==> src/caf_pkg.sv <==
// acceptance filter constants: widths, filter word layout, state encoding
// assumes one controller clock and a frame-assembly stage that feeds it
//
// Behaviour
// - start only after arbitration field plus three bytes
// - scan filters upward from filter 0
// - error-free hit: store, stop, set receive flag
// - remote request hit sets transmit request bit
// - hit on full fifo: overflow, keep scanning
// - all full: overflow only highest-priority hit
// - remote request, transmit fifo empty: overflow
// - no hit at all discards frame
// - hit on transmit fifo without response: discard
// - type mask clear accepts both frame types
// - type mask set: extended bit selects type
// - mask bit zero excludes identifier bit
// - standard filters compare payload through extended field
// - compare count zero disables payload compare
// - payload byte0 bit7 maps to extended bit0
// - count above eighteen compares eighteen bits
// - length code two stops after bit sixteen
// - length code one stops after bit eight
// - length code zero: identifier decides alone
// - twelve-bit mode uses reserved bit as lsb
// - twelve-bit mode only for fd base frames
// - thirty-two filters, each filter plus mask
// - stored frame carries five-bit matched filter index
package caf_pkg;
   localparam int CAF_NUM_FILTERS = 32;
   localparam int CAF_NUM_FIFOS = 32;
   localparam int CAF_IDX_W = 5;
   localparam int CAF_SID_W = 11;
   localparam int CAF_EID_W = 18;
   localparam int CAF_DATA_W = 24;
   localparam int CAF_MAX_DATA_BITS = 18;
   // filter and mask objects share one layout
   localparam int CAF_OBJ_SID_LSB = 0;
   localparam int CAF_OBJ_EID_LSB = 11;
   localparam int CAF_OBJ_ID12_POS = 29;
   localparam int CAF_OBJ_TYPE_POS = 30;
   localparam int CAF_OBJ_W = 31;
   // stored entry: {buffer pointer, mask object, filter object}
   localparam int CAF_ENTRY_W = 2 * CAF_OBJ_W + CAF_IDX_W;
   localparam int CAF_ENT_MASK_LSB = CAF_OBJ_W;
   localparam int CAF_ENT_BP_LSB = 2 * CAF_OBJ_W;
   localparam logic [CAF_NUM_FILTERS-1:0] CAF_ENABLE_RST = 32'h0000_0000;
   localparam logic [4:0] CAF_LAST_FILTER = 5'h1F;
   localparam logic [4:0] CAF_DLC_LIMIT_8 = 5'h08;
   localparam logic [4:0] CAF_DLC_LIMIT_16 = 5'h10;
   typedef enum logic [1:0] {
      CAF_ST_IDLE,
      CAF_ST_FETCH,
      CAF_ST_EVAL
   } caf_state_t;
endpackage

==> src/caf_filter.sv <==
// acceptance filter: scans the filter table in priority order for one frame
// assumes frame_ready_in pulses once header and first three bytes are held
`timescale 1ns/1ps
module caf_filter
   import caf_pkg::*;
#(
   parameter int NUM_FILTERS = CAF_NUM_FILTERS,
   parameter int NUM_FIFOS = CAF_NUM_FIFOS
) (
   // clock and reset
   input wire logic mclk_in,
   input wire logic rstn_in,
   // filter table write
   input wire logic cfg_wr_in,
   input wire logic [CAF_IDX_W-1:0] cfg_idx_in,
   input wire logic [CAF_OBJ_W-1:0] cfg_filter_object_in,
   input wire logic [CAF_OBJ_W-1:0] cfg_mask_object_in,
   input wire logic [CAF_IDX_W-1:0] cfg_filter_buffer_pointer_in,
   input wire logic cfg_filter_enable_in,
   // global settings
   input wire logic [4:0] data_compare_count_in,
   input wire logic twelve_bit_id_enable_in,
   // fifo state
   input wire logic [NUM_FIFOS-1:0] fifo_is_transmit_in,
   input wire logic [NUM_FIFOS-1:0] remote_response_enable_in,
   input wire logic [NUM_FIFOS-1:0] fifo_full_in,
   input wire logic [NUM_FIFOS-1:0] fifo_empty_in,
   // frame from the rx assembly buffer
   input wire logic frame_ready_in,
   input wire logic rx_error_in,
   input wire logic [CAF_SID_W-1:0] rx_std_identifier_in,
   input wire logic [CAF_EID_W-1:0] rx_ext_identifier_in,
   input wire logic rx_ide_in,
   input wire logic rx_rtr_in,
   input wire logic rx_fdf_in,
   input wire logic rx_reserved_bit_in,
   input wire logic [3:0] rx_dlc_in,
   input wire logic [CAF_DATA_W-1:0] rx_data_in,
   // results
   output logic busy_out,
   output logic done_out,
   output logic store_out,
   output logic [CAF_IDX_W-1:0] store_fifo_out,
   output logic [CAF_IDX_W-1:0] matched_filter_index_out,
   output logic discard_out,
   output logic [NUM_FIFOS-1:0] rx_fifo_flag_out,
   output logic [NUM_FIFOS-1:0] rx_overflow_flag_out,
   output logic [NUM_FIFOS-1:0] transmit_request_out,
   output logic [NUM_FILTERS-1:0] filter_enable_out
);
   initial begin
      if (NUM_FILTERS != CAF_NUM_FILTERS || NUM_FIFOS != CAF_NUM_FIFOS) begin
         $error("caf_filter: filter and fifo counts must match 5-bit indices");
      end
   end

   // ****************************************************************
   // reset release
   // ****************************************************************
   logic rst_meta_n;
   logic rst_n;

   always_ff @(posedge mclk_in or negedge rstn_in) begin
      if (!rstn_in) begin
         rst_meta_n <= 1'b0;
         rst_n <= 1'b0;
      end else begin
         rst_meta_n <= 1'b1;
         rst_n <= rst_meta_n;
      end
   end

   // ****************************************************************
   // filter table
   // ****************************************************************
   logic [CAF_ENTRY_W-1:0] rd_entry;
   logic [CAF_IDX_W-1:0] scan_idx;
   logic [NUM_FILTERS-1:0] enable_q;

   caf_filter_mem #(
      .WIDTH(CAF_ENTRY_W),
      .DEPTH(NUM_FILTERS),
      .AW(CAF_IDX_W)
   ) u_mem (
      .clk_in(mclk_in),
      .wr_en_in(cfg_wr_in),
      .wr_addr_in(cfg_idx_in),
      .wr_data_in({cfg_filter_buffer_pointer_in, cfg_mask_object_in, cfg_filter_object_in}),
      .rd_addr_in(scan_idx),
      .rd_data_out(rd_entry)
   );

   // enables live in flops so every filter is off after reset
   always_ff @(posedge mclk_in or negedge rst_n) begin
      if (!rst_n) begin
         enable_q <= CAF_ENABLE_RST;
      end else if (cfg_wr_in) begin
         enable_q[cfg_idx_in] <= cfg_filter_enable_in;
      end
   end

   always_ff @(posedge mclk_in or negedge rst_n) begin
      if (!rst_n) begin
         filter_enable_out <= CAF_ENABLE_RST;
      end else begin
         filter_enable_out <= enable_q;
      end
   end

   // ****************************************************************
   // latched frame
   // ****************************************************************
   logic [CAF_SID_W-1:0] f_sid;
   logic [CAF_EID_W-1:0] f_eid;
   logic f_ide;
   logic f_rtr;
   logic f_fdf;
   logic f_rsv;
   logic [3:0] f_dlc;
   logic [CAF_DATA_W-1:0] f_data;
   logic f_err;
   caf_state_t state;

   // header is frozen so the whole scan sees one frame
   always_ff @(posedge mclk_in or negedge rst_n) begin
      if (!rst_n) begin
         f_sid <= '0;
         f_eid <= '0;
         f_ide <= 1'b0;
         f_rtr <= 1'b0;
         f_fdf <= 1'b0;
         f_rsv <= 1'b0;
         f_dlc <= 4'h0;
         f_data <= '0;
      end else if (state == CAF_ST_IDLE && frame_ready_in) begin
         f_sid <= rx_std_identifier_in;
         f_eid <= rx_ext_identifier_in;
         f_ide <= rx_ide_in;
         f_rtr <= rx_rtr_in;
         f_fdf <= rx_fdf_in;
         f_rsv <= rx_reserved_bit_in;
         f_dlc <= rx_dlc_in;
         f_data <= rx_data_in;
      end
   end

   // errors may still show up during the scan, so they accumulate
   always_ff @(posedge mclk_in or negedge rst_n) begin
      if (!rst_n) begin
         f_err <= 1'b0;
      end else if (state == CAF_ST_IDLE) begin
         f_err <= frame_ready_in && rx_error_in;
      end else if (rx_error_in) begin
         f_err <= 1'b1;
      end
   end

   // ****************************************************************
   // match and decision
   // ****************************************************************
   logic hit;
   logic ovf_done;
   logic [CAF_IDX_W-1:0] bp;
   logic dec_finish;
   logic dec_store;
   logic dec_ovf;
   logic dec_transmit_request;
   logic [NUM_FIFOS-1:0] bp_onehot;

   caf_match u_match (
      .filt_in(rd_entry[0 +: CAF_OBJ_W]),
      .mask_in(rd_entry[CAF_ENT_MASK_LSB +: CAF_OBJ_W]),
      .data_compare_count_in(data_compare_count_in),
      .twelve_bit_id_enable_in(twelve_bit_id_enable_in),
      .rx_std_identifier_in(f_sid),
      .rx_ext_identifier_in(f_eid),
      .rx_ide_in(f_ide),
      .rx_fdf_in(f_fdf),
      .rx_reserved_bit_in(f_rsv),
      .rx_dlc_in(f_dlc),
      .rx_data_in(f_data),
      .hit_out(hit)
   );

   assign bp = rd_entry[CAF_ENT_BP_LSB +: CAF_IDX_W];
   assign bp_onehot = {{(NUM_FIFOS-1){1'b0}}, 1'b1} << bp;

   always_comb begin
      dec_finish = 1'b0;
      dec_store = 1'b0;
      dec_ovf = 1'b0;
      dec_transmit_request = 1'b0;
      if (enable_q[scan_idx] && hit) begin
         if (fifo_is_transmit_in[bp]) begin
            dec_finish = 1'b1;
            if (f_rtr && remote_response_enable_in[bp]) begin
               dec_transmit_request = 1'b1;
               dec_ovf = fifo_empty_in[bp];
            end
            // any other frame aimed at a transmit fifo is dropped
         end else if (fifo_full_in[bp]) begin
            dec_ovf = !ovf_done;
         end else begin
            dec_finish = 1'b1;
            dec_store = !f_err;
         end
      end
      if (scan_idx == CAF_LAST_FILTER) begin
         dec_finish = 1'b1;
      end
   end

   // ****************************************************************
   // scan sequencer
   // ****************************************************************
   // two cycles per filter because the table read is registered
   always_ff @(posedge mclk_in or negedge rst_n) begin
      if (!rst_n) begin
         state <= CAF_ST_IDLE;
         scan_idx <= '0;
      end else begin
         unique case (state)
            CAF_ST_IDLE: begin
               if (frame_ready_in) begin
                  scan_idx <= '0;
                  state <= CAF_ST_FETCH;
               end
            end
            CAF_ST_FETCH: begin
               state <= CAF_ST_EVAL;
            end
            CAF_ST_EVAL: begin
               if (dec_finish) begin
                  state <= CAF_ST_IDLE;
               end else begin
                  scan_idx <= scan_idx + 5'h01;
                  state <= CAF_ST_FETCH;
               end
            end
            default: begin
               state <= CAF_ST_IDLE;
            end
         endcase
      end
   end

   // only the first full hit of a frame reports overflow
   always_ff @(posedge mclk_in or negedge rst_n) begin
      if (!rst_n) begin
         ovf_done <= 1'b0;
      end else if (state == CAF_ST_IDLE) begin
         ovf_done <= 1'b0;
      end else if (state == CAF_ST_EVAL && dec_ovf) begin
         ovf_done <= 1'b1;
      end
   end

   // ****************************************************************
   // outputs
   // ****************************************************************
   logic eval;
   assign eval = (state == CAF_ST_EVAL);

   always_ff @(posedge mclk_in or negedge rst_n) begin
      if (!rst_n) begin
         busy_out <= 1'b0;
         done_out <= 1'b0;
         discard_out <= 1'b0;
      end else begin
         busy_out <= (state == CAF_ST_IDLE) ? frame_ready_in : !(eval && dec_finish);
         done_out <= eval && dec_finish;
         discard_out <= eval && dec_finish && !dec_store;
      end
   end

   always_ff @(posedge mclk_in or negedge rst_n) begin
      if (!rst_n) begin
         store_out <= 1'b0;
         store_fifo_out <= '0;
         matched_filter_index_out <= '0;
         rx_fifo_flag_out <= '0;
      end else begin
         store_out <= eval && dec_store;
         rx_fifo_flag_out <= (eval && dec_store) ? bp_onehot : '0;
         if (eval && dec_store) begin
            store_fifo_out <= bp;
            matched_filter_index_out <= scan_idx;
         end
      end
   end

   always_ff @(posedge mclk_in or negedge rst_n) begin
      if (!rst_n) begin
         rx_overflow_flag_out <= '0;
         transmit_request_out <= '0;
      end else begin
         rx_overflow_flag_out <= (eval && dec_ovf) ? bp_onehot : '0;
         transmit_request_out <= (eval && dec_transmit_request) ? bp_onehot : '0;
      end
   end
endmodule

==> src/caf_match.sv <==
// compares one filter and mask object against the latched frame header
// assumes all inputs are stable for the cycle the hit is used
`timescale 1ns/1ps
module caf_match
   import caf_pkg::*;
(
   // filter and mask objects
   input wire logic [CAF_OBJ_W-1:0] filt_in,
   input wire logic [CAF_OBJ_W-1:0] mask_in,
   // global settings
   input wire logic [4:0] data_compare_count_in,
   input wire logic twelve_bit_id_enable_in,
   // frame
   input wire logic [CAF_SID_W-1:0] rx_std_identifier_in,
   input wire logic [CAF_EID_W-1:0] rx_ext_identifier_in,
   input wire logic rx_ide_in,
   input wire logic rx_fdf_in,
   input wire logic rx_reserved_bit_in,
   input wire logic [3:0] rx_dlc_in,
   input wire logic [CAF_DATA_W-1:0] rx_data_in,
   // result
   output logic hit_out
);
   logic [CAF_SID_W-1:0] f_sid;
   logic [CAF_SID_W-1:0] m_sid;
   logic [CAF_EID_W-1:0] f_eid;
   logic [CAF_EID_W-1:0] m_eid;
   logic [CAF_EID_W-1:0] pay_bits;
   logic [4:0] ncmp;
   logic type_ok;
   logic sid_ok;
   logic id12_ok;
   logic eid_ok;
   logic pay_ok;

   assign f_sid = filt_in[CAF_OBJ_SID_LSB +: CAF_SID_W];
   assign m_sid = mask_in[CAF_OBJ_SID_LSB +: CAF_SID_W];
   assign f_eid = filt_in[CAF_OBJ_EID_LSB +: CAF_EID_W];
   assign m_eid = mask_in[CAF_OBJ_EID_LSB +: CAF_EID_W];

   // payload bit k is byte k/8, bit 7-k%8, msb first
   genvar k;
   generate
      for (k = 0; k < CAF_EID_W; k++) begin : g_pay
         assign pay_bits[k] = rx_data_in[(k / 8) * 8 + 7 - (k % 8)];
      end
   endgenerate

   // effective compare length after count and length code clamps
   always_comb begin
      if (data_compare_count_in > 5'(CAF_MAX_DATA_BITS)) begin
         ncmp = 5'(CAF_MAX_DATA_BITS);
      end else begin
         ncmp = data_compare_count_in;
      end
      if (rx_dlc_in == 4'h0) begin
         ncmp = 5'h00;
      end else if (rx_dlc_in == 4'h1 && ncmp > CAF_DLC_LIMIT_8) begin
         ncmp = CAF_DLC_LIMIT_8;
      end else if (rx_dlc_in == 4'h2 && ncmp > CAF_DLC_LIMIT_16) begin
         ncmp = CAF_DLC_LIMIT_16;
      end
   end

   always_comb begin
      pay_ok = 1'b1;
      for (int i = 0; i < CAF_EID_W; i++) begin
         if (5'(i) < ncmp && m_eid[i] && (pay_bits[i] != f_eid[i])) begin
            pay_ok = 1'b0;
         end
      end
   end

   // type check: mask clear takes both kinds
   assign type_ok = !mask_in[CAF_OBJ_TYPE_POS] || (rx_ide_in == filt_in[CAF_OBJ_TYPE_POS]);
   assign sid_ok = ((rx_std_identifier_in ^ f_sid) & m_sid) == '0;
   assign eid_ok = ((rx_ext_identifier_in ^ f_eid) & m_eid) == '0;
   // reserved bit acts as the twelfth id bit for fd base frames only
   assign id12_ok = !(twelve_bit_id_enable_in && rx_fdf_in && !rx_ide_in)
      || !mask_in[CAF_OBJ_ID12_POS]
      || (rx_reserved_bit_in == filt_in[CAF_OBJ_ID12_POS]);

   assign hit_out = type_ok && sid_ok && (rx_ide_in ? eid_ok : (id12_ok && pay_ok));
endmodule

==> src/caf_filter_mem.sv <==
// storage for the filter, mask and buffer pointer of every filter
// assumes one writer port from software and one scanner read port
`timescale 1ns/1ps
module caf_filter_mem #(
   parameter int WIDTH = 67,
   parameter int DEPTH = 32,
   parameter int AW = 5
) (
   // clock
   input wire logic clk_in,
   // write side
   input wire logic wr_en_in,
   input wire logic [AW-1:0] wr_addr_in,
   input wire logic [WIDTH-1:0] wr_data_in,
   // read side
   input wire logic [AW-1:0] rd_addr_in,
   output logic [WIDTH-1:0] rd_data_out
);
   initial begin
      if (DEPTH > (1 << AW) || DEPTH < 1) begin
         $error("caf_filter_mem: depth does not fit address width");
      end
   end

   logic [WIDTH-1:0] mem [DEPTH];

   // no reset: contents are only trusted once their enable is set
   always_ff @(posedge clk_in) begin
      if (wr_en_in) begin
         mem[wr_addr_in] <= wr_data_in;
      end
   end

   always_ff @(posedge clk_in) begin
      rd_data_out <= mem[rd_addr_in];
   end
endmodule

==> config.mk <==
export PLATFORM = sky130hd
export DESIGN_NAME = caf_filter
export DESIGN_NICKNAME = d
export VERILOG_FILES = /design/src/caf_pkg.sv /design/src/caf_filter.sv /design/src/caf_match.sv /design/src/caf_filter_mem.sv
export SDC_FILE = /design/constraint.sdc
export NUM_CORES = 2
export LEC_CHECK = 0
export BUFFER_PORTS_ARGS = -buffer_cell sky130_fd_sc_hd__buf_2
export CAP_MARGIN = 10
export CELL_PAD_IN_SITES_DETAIL_PLACEMENT = 1
export CELL_PAD_IN_SITES_GLOBAL_PLACEMENT = 2
export CORE_ASPECT_RATIO = 2
export CORE_MARGIN = 3
export CORE_UTILIZATION = 50
export CTS_BUF_LIST = sky130_fd_sc_hd__clkbuf_8
export CTS_CLUSTER_SIZE = 16
export DETAILED_ROUTE_END_ITERATION = 10
export PLACE_DENSITY = 0.79
export SLEW_MARGIN = 20
export SYNTH_ARGS = -nofsm -noshare
export SYNTH_HDL_FRONTEND = slang
export SYNTH_SLANG_ARGS = --single-unit
==> constraint.sdc <==
create_clock -name mclk_in -period 10.1 [get_ports mclk_in]
set_clock_uncertainty 0.1 [all_clocks]
set_input_delay 0.505 -clock mclk_in [delete_from_list [all_inputs] [get_ports mclk_in]]
set_output_delay 0.505 -clock mclk_in [all_outputs]
set_load 0.02 [all_outputs]
* Word level (Yosys, flattened, before mapping)
Memories as Yosys holds them, arrays and structs flattened. A register that Yosys moved wholly into a read port is not among the register bits.
Index checks and enable logic that the tools add are counted.
** Cells by class
- $add $sub $neg :: 1
- Order comparisons :: 25
- Equal/unequal tests :: 27
- Shift-type cells :: 1
- Mux-type cells :: 66
- Bitwise logic cells :: 4
- Reductions and logical operators :: 72
** Operators by type and width (number)
- $mux 32 :: 3
- $logic_and 1x1->1 :: 53
- $mux 1 :: 47
- $lt 4x5->1 const A :: 8
- $bwmux 32 :: 1
- $shl 1x5->32 const A :: 1
- $mux 5 :: 6
- $bmux 1 s5 :: 5
- $lt 3x5->1 const A :: 4
- $and 18x18->18 :: 1
- $logic_not 18->1 :: 1
- $lt 5x6->1 const B :: 3
- $ne 1x1->1 :: 18
- $xor 18x18->18 :: 1
- $and 11x11->11 :: 1
- $logic_not 11->1 :: 1
- $xor 11x11->11 :: 1
- $gt 5x5->1 const B :: 2
- $lt 1x5->1 const A :: 2
- $lt 2x5->1 const A :: 2
- $lt 5x5->1 const A :: 2
- $pmux 5 s2 :: 1
- $logic_not 1->1 :: 8
- $pmux 2 s3 :: 1
- other kinds (17) :: 23
** Storage, ports and cells
- Bits in registers :: 246
- Memory bits (writable) :: 2144
- Input bits :: 273
- Output and inout port bits :: 142
- Logic and storage cells :: 222
- Memories :: 1
** Memory list
- u_mem.mem :: words 32, width 67, rd ports 1, clocked after Yosys merged registers in 1, write ports 1, RTL line caf_filter_mem.sv:25 : logic [WIDTH-1:0] mem [DEPTH];

* Logic depth before layout (Yosys ltp)
- Word-level depth :: 37
- Gate-level depth with buffers :: 13
- Depth with buffers taken out :: 9

* Cells and area by module
Synthesis repeated with hierarchy kept, for this count alone.
** Unflattened totals
- Cells, all modules :: 4984
- Area total of the unflattened synthesis :: 94194.1 sq um
** Modules (own cells, without submodules)
- caf_filter_mem :: times used 1, cells each 3947, area each 82939.5 sq um, sequential area each 65723.0 sq um
- caf_filter :: times used 1, cells each 891, area each 10188.5 sq um, sequential area each 6155.9 sq um
- caf_match :: times used 1, cells each 146, area each 1066.0 sq um, sequential area each 0.0 sq um

* Least setup slack after synthesis
Ideal clock, no wire load.
- Path kind :: input port to flip-flop
- Start :: input port cfg_idx_in[1]
- End :: register enable_q[28]
- Library setup time :: 0.128 ns
- Data arrival time :: 4.505 ns
- Required time :: 9.872 ns
- Setup slack :: 5.368 ns
- Cell stages on the path :: 4
- Path buffers :: 1
- Cells stage by stage :: or3b_2 -> clkbuf_1 -> nor2_1 -> mux2_2
** Between the ends
- Cells in the longest elaborated chain, start to end :: 5
- Elaborated cells between the ends (all ways) :: 6
** RTL lines
- start: declaration :: RTL line caf_filter.sv:15 : input wire logic [CAF_IDX_W-1:0] cfg_idx_in,
- $lt 5x6->1 (implied by the code) or $ge 5x1->1 (tied branches) :: RTL line caf_filter.sv:98 : enable_q[cfg_idx_in] <= cfg_filter_enable_in;
- $logic_and 1x1->1 (implied by the code) :: RTL line caf_filter.sv:98
- $mux 1 (implied by the code) :: RTL line caf_filter.sv:98
- $demux 1 s5 * :: RTL line caf_filter.sv:98
- $bwmux 32 * :: RTL line caf_filter.sv:98
- end signal: indexed assignment :: RTL line caf_filter.sv:98
- end: declaration :: RTL line caf_filter.sv:78 : logic [NUM_FILTERS-1:0] enable_q;
Every way passes the cells marked *; elsewhere a longest branch is shown, timed or not.
A chain may end at the register's enable or synchronous reset.

==> impl_metrics.csv <==
group,metric,value,unit
place,dpl.cell_count,6724,
route,drtIter0Drc,5438,
clocking,cts_made_buffers,333,
power_and_ir_drop,finalPower,25.2,mW
timing,hold_viol,0,
synthesis,yosysUniqueCellTypes,67,
clocking,htree_levels,5,
clocking,clock_latency,0.93,ns
setup_path,crit_chain,"buf_4 > buf_4 > buf_4 > mux4_2 > mux4_2 > mux2_2",
die,fp.dieArea,191000,µm²
clocking,clkSinkCount,2451,
synthesis,synth_seq_cells,2451,
setup_path,cpPeakStageDelay,0.89,ns
setup_path,path_buf_inv,3,
timing,worst_pin_slew,1.16,ns
synthesis,syn-cell-area,92800,µm²
timing,setup_viol,0,
route,drc,0,
grt,grt_overflow,0,
cells_and_area,nNetsFinal,4987,
die,core_area,184000,µm²
die,fp-row-count,223,
run,cap_violations,0,
clocking,cts_hold_buf,128,
synthesis,syn_area_per_cell,23.5,µm²
die,io_pins,415,
cells_and_area,syn_to_final_growth,14.7,%
timing,tns,0,ns
setup_path,required,10.78,ns
route,postRouteAntennaNets,0,
clocking,cts_tree,"done",
place,pre_cts_slack,5.03,ns
setup_path,crit_family,"buffers and inverters",
timing,worst_slack,5.15,ns
grt,grt_max_degree,142,
grt,grt_pass1_wl,364000,µm
power_and_ir_drop,leakage,35.1,nW
route,routedWlPerCell,34.1,µm
timing,holdWs,0.137,ns
grt,gr-usage-all-layers,0.267,
route,drt_first_pass_iters,5,
die,fp.dieW,311,µm
timing,slew_headroom,0.224,
synthesis,syn_nets,4227,
synthesis,yosysWarnings,0,
setup_path,endpoint_kind,"flip-flop",
route,via_per_inst,6.15,
setup_path,crit_slowest_cell,"dfrtp_4",
setup_path,crit_top_cell,"buf_4",
grt,grt_util_met2,0.457,
timing,post-route-min-period,4.95,ns
run_status,status,"complete, no violations",
cells_and_area,finalNonFillerCells,7467,
timing,finalCritPeriodShare,0.490,
route,wl,255000,µm
die,initial_core_util,0.503,
grt,grt.busiest_layer,"met2",
clocking,cts.path.max_buffers,4,
timing,rsz0062_at_grt,"false",
setup_path,worstPathArrival,5.63,ns
clocking,cts_post_setup_buffers_inserted,0,
hold_path,hold_class,"input pin to flip-flop",
timing,slew_viol_final,0,
route,num_vias,45917,
setup_path,critPathMaxFanout,59,
synthesis,ys_seq_area_frac,0.773,
grt,met3_usage,0.0430,
die,die_h,615,µm
cells_and_area,drive_gt1_frac,0.381,
synthesis,syn_inst,3952,
place,dp_hpwl,139000,µm
clocking,clk_pin_slew_worst_paths,0.07,ns
clocking,post_cts_resized,0,
synthesis,synth_edf_count,2144,
power_and_ir_drop,peakVddDrop,0.165,mV
synthesis,synthArstFlopShare,0.0979,
place,gp_congestion,0.968,
setup_path,start_kind,"flip-flop",
grt,grt_pass1_vias,49086,
power_and_ir_drop,p_per_area,237,nW/µm²
setup_path,critPathKind,"flip-flop to flip-flop",
grt,grt_use_met1,0.349,
timing,timing.fmax,202,MHz
clocking,clock-root-buffer,"clkbuf_8",
synthesis,synth_ff_type,"edfxtp_1",
place,portBuffers,408,
grt,antenna_found_initial,28,
-- power breakdown --
part	leakage, nW	switching, mW	internal (mW)	total, mW
clock network	3.82	3.71	4.12	7.83
registers	23.0	0.605	11.5	12.1
logic	8.27	2.55	2.78	5.33
total	35.1	6.87	18.3	25.2
-- worst paths after layout --
path,start,end,slack (ns),depth (start not counted)
setup / recovery,scan_idx[1],u_mem.rd_data_out[21],5.15,6
hold / removal,cfg_filter_enable_in,enable_q[2],0.14,2
setup reg to reg,scan_idx[1],u_mem.rd_data_out[21],5.15,6
hold reg to reg,rst_meta_n,rst_n,0.25,0
max in group asynchronous,rst_n,f_eid[6],7.63,2
min in group asynchronous,rst_n,filter_enable_out[1],0.32,0
-- stage by stage --
stage | utilization | area [µm²]
5_1_grt | 0.577 | 106000
3_3_place_gp | 0.533 | 98300
4_1_cts | 0.577 | 106000
6_report | 0.577 | 106000
2_1_floorplan | - | 92800
3_5_place_dp | 0.533 | 98300
-- layer usage --
| layer | share of wire | wire length (µm) | vias to the layer above |
|---|---|---|---|
| met5 | 0.00039 | 100 | - |
| met4 | 0.040 | 10100 | 16 |
| met3 | 0.073 | 18700 | 470 |
| met2 | 0.51 | 131000 | 2318 |
| met1 | 0.37 | 95000 | 24939 |
| li1 | - | - | 18174 |
-- placed cells by master, fill, tap and decap left out, types with 7 or more instances in the layout --
| cell type | n |
|---|---|
| dfxtp_1 | 65 |
| mux2_2 | 156 |
| o21ai_0 | 7 |
| nor2_1 | 115 |
| dlygate4sd3_1 | 128 |
| inv_1 | 84 |
| nand2b_1 | 8 |
| dfrtp_1 | 234 |
| buf_4 | 80 |
| buf_2 | 408 |
| clkinv_1 | 51 |
| buf_12 | 13 |
| nor3_1 | 8 |
| nor2_4 | 32 |
| clkinvlp_4 | 12 |
| nand4_1 | 7 |
| nand2_1 | 65 |
| clkinv_2 | 56 |
| bufinv_16 | 29 |
| nand3_1 | 10 |
| clkbuf_8 | 368 |
| mux2i_1 | 14 |
| diode_2 | 11 |
| edfxtp_1 | 2144 |
| mux4_2 | 712 |
| a22oi_1 | 19 |
| xor2_1 | 48 |
-- synth_stat cells (2+ instances only) --
cell | count | area share
edfxtp_1 | 2144 | 0.69
mux4_2 | 712 | 0.17
dfrtp_1 | 240 | 0.065
mux2_2 | 156 | 0.019
nor2_1 | 147 | 0.0059
clkbuf_1 | 124 | 0.0050
buf_1 | 68 | 0.0027
dfxtp_1 | 67 | 0.014
nand2_1 | 65 | 0.0026
xor2_1 | 48 | 0.0045
a22oi_1 | 19 | 0.0015
mux2i_1 | 14 | 0.0015
nand3_1 | 10 | 0.00054
buf_2 | 8 | 0.00043
nand2b_1 | 8 | 0.00054
nor3_1 | 8 | 0.00043
nand4_1 | 7 | 0.00047
o21ai_0 | 7 | 0.00038
or3_1 | 7 | 0.00047
mux2_1 | 6 | 0.00073
nand3b_1 | 6 | 0.00049
nor2b_1 | 6 | 0.00040
o22ai_1 | 6 | 0.00040
nor3b_1 | 5 | 0.00040
a21oi_1 | 4 | 0.00022
buf_6 | 4 | 0.00049
mux2_4 | 4 | 0.00065
o211ai_1 | 4 | 0.00032
and3_1 | 3 | 0.00020
or3b_2 | 3 | 0.00028
a221oi_1 | 2 | 0.00019
and2_1 | 2 | 0.00013
ha_1 | 2 | 0.00027
inv_1 | 2 | 0.000081
o21a_1 | 2 | 0.00016
-- cell type report --
cell class / count / area, µm²
tap: 2475 / 3100
timing repair buffer: 629 / 4180
clock inverter: 236 / 1800
fill: 15565 / 77900
clock buffer: 368 / 5060
sequential: 2451 / 71800
multi-input combinational: 1295 / 20600
inverter: 2 / 7.51
antenna: 11 / 27.5
-- kinds of logic (layout without fill, tap and decap cells) --
group	count (synthesis)	after routing	synth area share
multiplexers	892	892	0.195
flip-flops	2451	2451	0.773
AO/OA/AOI/OAI	64	64	0.00534
XOR/XNOR	49	49	0.00462
buffers and inverters	206	1235	0.00876
AND/OR/NAND/NOR	287	287	0.0139
adder cells (fa/ha/maj)	2	2	0.000269
other	1	12	0.0000404
-- sequential cells by signal, indices dropped and copies added (netlist names), 2 cells and up --
name / count
matched_filter_index_out: 5
f_data: 18
rx_overflow_flag_out: 32
f_eid: 18
u_mem.rd_data_out: 67
f_dlc: 4
transmit_request_out: 32
scan_idx: 5
store_fifo_out: 5
state: 2
rx_fifo_flag_out: 32
f_sid: 11
filter_enable_out: 32
enable_q: 32
u_mem.mem: 2144
Note: power is estimated with default switching activity, not from simulation.
